## src/include/cfdh_pkg.sv

```systemverilog
// Constants and types for the host-side fault locator of a four-channel switch.
// Assumes the switch inputs are driven by this block and the shared fault flag is sampled here.
// Overview of operation
// - Host probes each active channel input with one low pulse in turn.
// - Probe pulse lasts between 3 and 6 us.
// - Flag high window starts about 8 us after probe; host waits.
// - Probe starts are spaced at least 200 us apart.
// - Faulty channel is the one whose probe shows the high window.
// - Host may switch the identified faulty channel off.
package cfdh_pkg;
  localparam int CFDH_CLK_HZ = 10_000_000;
  localparam int CFDH_NCH = 4;
  localparam int CFDH_PROBE_US = 4;
  localparam int CFDH_PROBE_MIN_US = 3;
  localparam int CFDH_PROBE_MAX_US = 6;
  localparam int CFDH_DELAY_US = 8;
  localparam int CFDH_WIN_MIN_US = 40;
  localparam int CFDH_WIN_MAX_US = 150;
  localparam int CFDH_SPACE_US = 200;
  localparam int CFDH_SETTLE_US = 90;
  localparam int CFDH_CYC_PER_US = CFDH_CLK_HZ / 1_000_000;
  localparam int CFDH_PROBE_CYC = CFDH_PROBE_US * CFDH_CYC_PER_US;
  // Listen from the probe's rising edge to its latest possible window end
  localparam int CFDH_LISTEN_CYC = (CFDH_DELAY_US + CFDH_WIN_MAX_US) * CFDH_CYC_PER_US;
  localparam int CFDH_SPACE_CYC = CFDH_SPACE_US * CFDH_CYC_PER_US;
  localparam int CFDH_SETTLE_CYC = CFDH_SETTLE_US * CFDH_CYC_PER_US;
  localparam int CFDH_CNT_W = 16;
  localparam logic [1:0] CFDH_CH_RST = 2'h0;
  typedef struct packed {
    logic busy;
    logic found;
    logic none;
    logic [1:0] channel;
  } cfdh_result_t;
endpackage

```

## src/core/cfdh_locator.sv

```systemverilog
// Host-side fault locator: drives four switch inputs and reads the shared fault flag.
// Assumes fault_flag_pin is synchronous to sys_clk with its pull-up resolved outside.
`timescale 1ns/100ps
module cfdh_locator
  import cfdh_pkg::*;
#(
  parameter int NCH = CFDH_NCH,
  parameter int SETTLE_CYC = CFDH_SETTLE_CYC,
  parameter int SPACE_CYC = CFDH_SPACE_CYC,
  parameter int LISTEN_CYC = CFDH_LISTEN_CYC
) (
  input wire logic sys_clk,
  input wire logic rst,
  input wire logic [3:0] chan_request,
  input wire logic auto_isolate,
  input wire logic fault_flag_pin,
  output logic [3:0] chan_in,
  output cfdh_result_t result
);
  typedef enum logic [2:0] {
    CFDH_IDLE, CFDH_SETTLE, CFDH_PICK, CFDH_PROBE, CFDH_LISTEN, CFDH_GAP
  } cfdh_state_t;

  cfdh_state_t state, next_state;
  logic [CFDH_CNT_W-1:0] cnt, next_cnt;
  logic [CFDH_CNT_W-1:0] since, next_since;
  logic [1:0] ch, next_ch;
  logic [3:0] tried, next_tried;
  logic [3:0] isolated, next_isolated;
  logic [3:0] next_chan_in;
  cfdh_result_t next_result;
  logic heard, next_heard;

  function automatic logic [1:0] first_set(input logic [3:0] v);
    first_set = 2'h0;
    for (int i = 3; i >= 0; i--) begin
      if (v[i]) begin
        first_set = 2'(i);
      end
    end
  endfunction

  wire logic [3:0] active = chan_request & ~isolated;
  wire logic [3:0] pending = active & ~tried;

  always_comb begin
    next_state = state;
    next_cnt = (cnt == '0) ? cnt : cnt - 16'h1;
    next_since = (since == 16'hffff) ? since : since + 16'h1;
    next_ch = ch;
    next_tried = tried;
    next_isolated = isolated & chan_request;
    next_result = result;
    next_heard = heard;
    next_result.busy = (state != CFDH_IDLE);
    unique case (state)
      CFDH_IDLE: begin
        // Low flag with an active channel means a fault somewhere
        if (!fault_flag_pin && (active != 4'h0)) begin
          next_state = CFDH_SETTLE;
          next_cnt = CFDH_CNT_W'(SETTLE_CYC);
        end
      end
      CFDH_SETTLE: begin
        // Wait out flag settle time before probing
        if (fault_flag_pin) begin
          next_state = CFDH_IDLE;
        end else if (cnt == '0) begin
          next_tried = 4'h0;
          next_result.found = 1'b0;
          next_result.none = 1'b0;
          next_state = CFDH_PICK;
        end
      end
      CFDH_PICK: begin
        if (pending == 4'h0) begin
          // No channel answered
          next_result.none = 1'b1;
          next_state = CFDH_GAP;
          next_cnt = CFDH_CNT_W'(SPACE_CYC);
        end else if (since >= CFDH_CNT_W'(SPACE_CYC)) begin
          // One channel at a time, starts 200 us apart
          next_ch = first_set(pending);
          next_tried[first_set(pending)] = 1'b1;
          next_since = '0;
          next_cnt = CFDH_CNT_W'(CFDH_PROBE_CYC);
          next_state = CFDH_PROBE;
        end
      end
      CFDH_PROBE: begin
        // Low pulse of 4 us, inside 3 to 6 us
        if (cnt == 16'h1) begin
          next_cnt = CFDH_CNT_W'(LISTEN_CYC);
          next_heard = 1'b0;
          next_state = CFDH_LISTEN;
        end
      end
      CFDH_LISTEN: begin
        // Window opens about 8 us after the probe
        if (fault_flag_pin) begin
          next_heard = 1'b1;
        end
        if (cnt == '0) begin
          if (heard || fault_flag_pin) begin
            next_result.found = 1'b1;
            next_result.channel = ch;
            // Drop faulty channel input if asked
            if (auto_isolate) begin
              next_isolated[ch] = 1'b1;
            end
            next_state = CFDH_GAP;
            next_cnt = CFDH_CNT_W'(SPACE_CYC);
          end else begin
            next_state = CFDH_PICK;
          end
        end
      end
      CFDH_GAP: begin
        if (cnt == '0) begin
          next_state = CFDH_IDLE;
        end
      end
    endcase
    next_chan_in = chan_request & ~next_isolated;
    if (next_state == CFDH_PROBE) begin
      next_chan_in[next_ch] = 1'b0;
    end
  end

  always_ff @(posedge sys_clk or posedge rst) begin
    if (rst) begin
      state <= CFDH_IDLE;
      cnt <= '0;
      since <= 16'hffff;
      ch <= CFDH_CH_RST;
      tried <= 4'h0;
      isolated <= 4'h0;
      chan_in <= 4'h0;
      result <= '0;
      heard <= 1'b0;
    end else begin
      state <= next_state;
      cnt <= next_cnt;
      since <= next_since;
      ch <= next_ch;
      tried <= next_tried;
      isolated <= next_isolated;
      chan_in <= next_chan_in;
      result <= next_result;
      heard <= next_heard;
    end
  end

  // Run lengths for the timing checks; long spans are counted, not unrolled
  logic [CFDH_CNT_W-1:0] low_run, next_low_run;
  logic [CFDH_CNT_W-1:0] settle_run, next_settle_run;
  logic [CFDH_CNT_W-1:0] listen_run, next_listen_run;

  always_comb begin
    next_low_run = '0;
    next_settle_run = '0;
    next_listen_run = '0;
    if (state == CFDH_PROBE && chan_in != active) begin
      next_low_run = low_run + 16'h1;
    end
    if (state == CFDH_SETTLE) begin
      next_settle_run = settle_run + 16'h1;
    end
    if (state == CFDH_LISTEN) begin
      next_listen_run = listen_run + 16'h1;
    end
  end

  always_ff @(posedge sys_clk or posedge rst) begin
    if (rst) begin
      low_run <= '0;
      settle_run <= '0;
      listen_run <= '0;
    end else begin
      low_run <= next_low_run;
      settle_run <= next_settle_run;
      listen_run <= next_listen_run;
    end
  end

  a_probe_width_max: assert property (@(posedge sys_clk) disable iff (rst)
    low_run <= CFDH_CNT_W'(CFDH_PROBE_MAX_US * CFDH_CYC_PER_US))
    else $error("probe pulse too long");
  a_probe_width_min: assert property (@(posedge sys_clk) disable iff (rst)
    $fell(state == CFDH_PROBE) |-> low_run >= CFDH_CNT_W'(CFDH_PROBE_MIN_US * CFDH_CYC_PER_US))
    else $error("probe pulse too short");
  a_probe_restore: assert property (@(posedge sys_clk) disable iff (rst)
    $fell(state == CFDH_PROBE) |-> chan_in == $past(active))
    else $error("probed input not restored");
  a_probe_spacing: assert property (@(posedge sys_clk) disable iff (rst)
    $rose(state == CFDH_PROBE) |-> $past(since) >= CFDH_CNT_W'(CFDH_SPACE_CYC))
    else $error("probe restart too soon");
  a_one_probe: assert property (@(posedge sys_clk) disable iff (rst)
    (state == CFDH_PROBE) |-> $onehot(chan_request & ~isolated & ~chan_in))
    else $error("more than one channel probed");
  a_isolate_only: assert property (@(posedge sys_clk) disable iff (rst)
    $rose(|isolated) |-> result.found && auto_isolate)
    else $error("channel dropped without a find");
  a_found_listened: assert property (@(posedge sys_clk) disable iff (rst)
    $rose(result.found) |-> $past(state) == CFDH_LISTEN)
    else $error("find outside listen window");
  a_follow_request: assert property (@(posedge sys_clk) disable iff (rst)
    (state == CFDH_IDLE) |-> ##1 ((chan_in & ~$past(chan_request)) == 4'h0))
    else $error("input driven without request");
  a_settle_first: assert property (@(posedge sys_clk) disable iff (rst)
    $rose(state == CFDH_SETTLE) |-> (state != CFDH_PROBE) [*8])
    else $error("probe without settle");
  // Start-up into a short may take the whole settle time to pull the flag
  a_settle_long: assert property (@(posedge sys_clk) disable iff (rst)
    (state == CFDH_SETTLE && next_state == CFDH_PICK) |-> settle_run >= CFDH_CNT_W'(SETTLE_CYC))
    else $error("settle wait cut short");
  // Shortest listen that still overlaps the shortest window after its delay
  a_listen_span: assert property (@(posedge sys_clk) disable iff (rst)
    (state == CFDH_LISTEN && next_state != CFDH_LISTEN) |->
    listen_run >= CFDH_CNT_W'((CFDH_DELAY_US + CFDH_WIN_MIN_US) * CFDH_CYC_PER_US))
    else $error("listen window too short");

  c_probe: cover property (@(posedge sys_clk) $rose(state == CFDH_PROBE));
  c_found: cover property (@(posedge sys_clk) $rose(result.found));
  c_none: cover property (@(posedge sys_clk) $rose(result.none));
  c_isolate: cover property (@(posedge sys_clk) $rose(|isolated));
  c_abort: cover property (@(posedge sys_clk) state == CFDH_SETTLE && fault_flag_pin);
endmodule

```

## config.mk

```make
export PLATFORM = sky130hd
export DESIGN_NAME = cfdh_locator
export DESIGN_NICKNAME = d
export VERILOG_FILES = /design/src/include/cfdh_pkg.sv /design/src/core/cfdh_locator.sv
export SDC_FILE = /design/constraint.sdc
export NUM_CORES = 1
export LEC_CHECK = 0
export BUFFER_PORTS_ARGS = -buffer_cell sky130_fd_sc_hd__buf_4
export CORE_ASPECT_RATIO = 1.5
export CORE_MARGIN = 2
export CORE_UTILIZATION = 60
export DETAILED_ROUTE_END_ITERATION = 8
export PLACE_DENSITY = 0.8
export RECOVER_POWER = 100
export SLEW_MARGIN = 20
export SYNTH_ARGS = -nofsm -noshare
export SYNTH_HDL_FRONTEND = slang
export SYNTH_SLANG_ARGS = --single-unit
```

## constraint.sdc

```tcl
create_clock -name sys_clk -period 2.4 [get_ports sys_clk]
set_input_delay 0.36 -clock sys_clk [delete_from_list [all_inputs] [get_ports sys_clk]]
set_output_delay 0.36 -clock sys_clk [all_outputs]
set_load 0.01 [all_outputs]
```

* Word level (Yosys, flattened, before mapping)
Index checks and enable logic that the tools add are counted.
Word-level totals: bits in registers 55, output and inout bits 9
Operators by class: $add $sub $neg 2, order comparisons 7, eq/ne operators 17, muxes and demuxes 58, bitwise logic cells 11, reduce and logical (&&, ||, !) cells 19
Operator list (count):
- 16-bit 2-to-1 mux | 11
- 16-bit case mux with 4 select lines | 1
- 4-bit 2-to-1 mux | 9
- 3-bit 2-to-1 mux | 9
- 2-bit 2-to-1 mux | 12
- 4-bit AND | 5
- 2-bit != test (second input constant) | 9
- 3-bit case mux with 6 select lines | 1
- 16-bit by 1-bit adder with 16-bit output (second input constant) | 1
- 16-bit by 1-bit == test with 1-bit output (second input constant) | 1
- 16-bit == test (second input constant) | 1
- 16-bit by 11-bit greater-or-equal comparator with 1-bit output (second input constant) | 1
- 16-bit logical NOT | 1
- 4-bit inverter | 4
- 16-bit by 1-bit subtractor with 16-bit output (second input constant) | 1
- 5-bit AND reduction | 2
- 3-bit by 2-bit == test with 1-bit output (second input constant) | 3
- 2-bit by 3-bit < comparator with 1-bit output (second input constant) | 3
- 1-bit 2-to-1 mux | 8
- 4-bit bitwise OR | 2
- 4-bit case mux with 2 select lines | 1
- 1-bit demux with 2-bit select | 3
- 3-bit == test (second input constant) | 2
- 2-bit by 1-bit greater-or-equal comparator with 1-bit output (second input constant) | 3
- 12 further kinds | 20

* Longest topological paths before layout
depth after elaboration 18, mapped depth 9

* Worst setup path before layout
Ideal clock, no wire load.
path kind register -> register, start point register cnt[0], end point register cnt[14], arrival time 1963 ps, data required time 2266 ps, path slack 302 ps, cell stages (with the launch flop) 9, buffers on the path 0, cells stage by stage dfrtp_1 > inv_1 > ha_1 > nor3b_2 > nand3_1 > a311o_1 > or4_1 > xor2_1 > nor2_2
Between the ends: longest elaborated chain between the ends 5
RTL lines:
- start, declared | RTL line cfdh_locator.sv:25 | logic [CFDH_CNT_W-1:0] cnt, next_cnt;
- start signal, assigned | RTL line cfdh_locator.sv:143 | cnt <= next_cnt;
- 16-bit by 1-bit subtractor with 16-bit output / 16-bit logical NOT (equally long branches) | RTL line cfdh_locator.sv:48, cfdh_locator.sv:103
- 16-bit 2-to-1 mux | RTL line cfdh_locator.sv:48 | next_cnt = (cnt == '0) ? cnt : cnt - 16'h1;
- 16-bit 2-to-1 mux (on tied branches) | RTL line cfdh_locator.sv:104, cfdh_locator.sv:81
- 16-bit 2-to-1 mux (on tied branches) | RTL line cfdh_locator.sv:103, cfdh_locator.sv:76
- 16-bit case mux with 4 select lines * | RTL line cfdh_locator.sv:56 | unique case (state)
- named net next_cnt[14] | RTL line cfdh_locator.sv:25
The timed path passes the listed nets; every way through them passes the cells marked *. A chain may end at the register's enable or synchronous reset.

* Final worst setup path
start point register cnt[1], end point register state[0]
Between the ends: longest elaborated chain between the ends 4
RTL lines:
- 16-bit logical NOT | RTL line cfdh_locator.sv:68, cfdh_locator.sv:103, cfdh_locator.sv:119
- 3-bit 2-to-1 mux | RTL line cfdh_locator.sv:68 | end else if (cnt == '0) begin
- 3-bit 2-to-1 mux | RTL line cfdh_locator.sv:66 | if (fault_flag_pin) begin
- 3-bit case mux with 6 select lines * | RTL line cfdh_locator.sv:56
- named net next_state[0] | RTL line cfdh_locator.sv:24 | cfdh_state_t state, next_state;
- end signal, assigned | RTL line cfdh_locator.sv:142 | state <= next_state;
- end, declared | RTL line cfdh_locator.sv:24
Marks and branches as above.

==> reports/qor.csv <==
metric,value,unit
worst-case clock buffer depth,2,
largest net degree at the start of global routing,33,
fin util,68.2,%
Ys Warns,0,
FF-to-FF setup slack,160,ps
post-route setup TNS,0,ps
clk_lat worst skew,310,ps
Core Area,0.00504,sq mm
ANT nets after route,0,
Clock Skew,14.1,ps
Post-synth ARST share,100,%
# fillers,441,
Diodes inserted,0,
critical-path cell list,"inv_1, ha_1, nor3b_1, nand4_1, buf_4, or2_0, clkbuf_2, a41oi_1",
CP max FO,5,
PD cells,918,mW/mm^2
"commonest non-fill, non-tap cells in the layout","52 x nor2_1, 38 x dfrtp_1, 30 x nand2_1",
total count of hold-check failures in the final report,0,
sequential share of the synthesized area,45.1,%
DP HPWL,5030,um
number of max-cap violations,0,
clock root buffer,clkbuf_8,
Layout area overhead,11.0,%
Max Freq,446,MHz
overall routing resource usage,25.3,%
crit path capture type,flip-flop,
final std cells w/o fill,434,
"Arr. time, crit path",2460,ps
first-pass GRT wire length,11700,um
die width,62.7,um
FP Rows,32,
final cycle utilization of the critical path,93.4,%
1st-pass router iterations,4,
status,finished clean,
CTS sink count,55,
worst vdd ir,0.700,mV
Post-synth EDFFs,0,
Synth Instances,334,
Slew @ Worst Pin,885,ps
I/O Buffers,16,
Vias/cell,5.95,
Netlist cell types,53,
CP max stage delay,440,ps
"slowest stage cell, crit path",dfrtp_1,
share of layout cells above drive strength 1,16.4,%
Ports,17,
CTS tree,done,
GPL Wtd Cong,0.971,
Iteration-0 DRC Markers,121,
final setup fails,0,
CTS H-tree depth,2,
initial core utilization,61.4,%
Routed WL,6690,um
Period minus WS final,2240,ps
Placed Cells,425,
Setup CP Type,flip-flop to flip-flop,
"leading cell type in the layout, fill and taps excluded",nor2_1,
CP Launch Type,flip-flop,
"flops & latches, synth",55,
Final Max Tran Viols,0,
Total Power,3160,uW
Syn Nets,347,
"Hold-fix buffers, CTS",0,
initial antenna violation count,0,
slew margin rel.,40.9,%
Hold WC Path Type,primary input to async pin,
"Clk pin slew, worst setup/hold paths",100,ps
total number of vias,2584,
drc violations,0,
full die area,0.00577,sq mm
Synth Cell Area,0.00310,sq mm
Critical path buffers and inverters,3,
Crit path max-delay family,simple AND/OR/NAND/NOR gates,
vias in the first global route,2529,
Die H,92.0,um
P_leak,0.00146,uW
Synth Area per Inst,9.28,sq um
global route overflow,0,
WL per Instance,15.4,um
WP data required,2620,ps
Final nets,378,
top_reg_cell synth,dfrtp_1,
total CTS buffers,5,
path summary, 6_finish.rpt:
check | endpoint | depth (start not counted) | start
max | state[0] | 8 | cnt[1]
min | cnt[5] | 2 | rst
max reg2reg | state[0] | 8 | cnt[1]
min reg2reg | result[0] | 2 | result[0]
max in group asynchronous | heard | 3 | rst
min in group sys_clk | isolated[1] | 2 | chan_request[1]
where the power goes:
part	switching, uW	internal, uW
sequential	273	1190
combinational	656	522
clock	287	233
total	1220	1940
sequential cells by signal, summed over array words and instances, names as in the netlist, 2 cells and up:
name      flops
ch            2
chan_in       4
cnt          16
isolated      4
result        5
since        16
state         3
tried         4
cell usage after synthesis (all sizes together), types with 4 or more instances:
library cell | n | area (sq um)
nor2 | 55 | 219
dfrtp | 39 | 976
nand2 | 30 | 113
dfstp | 16 | 420
inv | 15 | 56.3
nor3 | 14 | 75.1
xnor2 | 14 | 123
o21ai | 12 | 60.1
a21oi | 10 | 50.1
nand3 | 10 | 50.1
a211oi | 9 | 72.6
nor4 | 9 | 98.8
nor3b | 8 | 70.1
xor2 | 8 | 70.1
nand4 | 7 | 43.8
nand2b | 6 | 37.5
o211ai | 6 | 45.0
a31oi | 5 | 31.3
buf | 5 | 27.5
ha | 5 | 62.6
or2 | 5 | 33.8
nand3b | 4 | 30.0
nor2b | 4 | 25.0
or3 | 4 | 25.0
layout make-up:
| class | instances | area, sq um | share of cell area (%) |
|---|---|---|---|
| sequential | 55 | 1400 | 40.6 |
| inverter | 15 | 56.3 | 1.64 |
| clock buffer | 7 | 86.3 | 2.51 |
| tap | 68 | 85.1 | 2.47 |
| multi-input combinational | 257 | 1620 | 47.2 |
| timing repair buffer | 31 | 185 | 5.39 |
| clock inverter | 1 | 5.00 | 0.146 |
per-stage QoR:
step	cell area [sq um]	worst slack [ps]	hold slack [ps]
5_1_grt	3440	-11.2	261
2_1_floorplan	3100	302	450
3_3_place_gp	3390	182	425
6_report	3440	157	232
3_5_place_dp	3390	59.1	442
4_1_cts	3480	35.1	99.7
cells by family (layout without fill, tap and decap cells):
family | count (synthesis) | after routing | share of synthesized area, %
AND/OR/NAND/NOR | 168 | 168 | 30.0
buffers and inverters | 22 | 54 | 2.95
flip-flops | 55 | 55 | 45.1
XOR/XNOR | 22 | 22 | 6.22
adder cells (fa/ha/maj) | 5 | 5 | 2.02
multiplexers | 3 | 3 | 0.969
AO/OA/AOI/OAI | 59 | 59 | 12.8
routing by layer:
| layer | part of all wire [%] | vias up | wire length, um | global-route usage (%) |
|---|---|---|---|---|
| li1 | - | 1253 | - | - |
| met3 | 2.4 | 11 | 162 | 3.07 |
| met5 | 0 | - | 0 | 0 |
| met2 | 53 | 43 | 3530 | 46.1 |
| met4 | 1.8 | 0 | 122 | 7.78 |
| met1 | 43 | 1277 | 2880 | 31.0 |
timing repair:
action | in CTS | in global routing
resized for setup | 0 | 5
setup buffers | 0 | 1
setup endpoints to repair | 0 | 8
worst register-to-register path, delay by kind of cell, from the launching register on:
| family | cells | cell delay [ps] |
|---|---|---|
| AND/OR/NAND/NOR | 3 | 720 |
| buffers and inverters | 3 | 560 |
| flip-flops | 1 | 440 |
| AO/OA/AOI/OAI | 1 | 230 |
| adder cells (fa/ha/maj) | 1 | 220 |
Note: power is estimated with default switching activity, not from simulation.
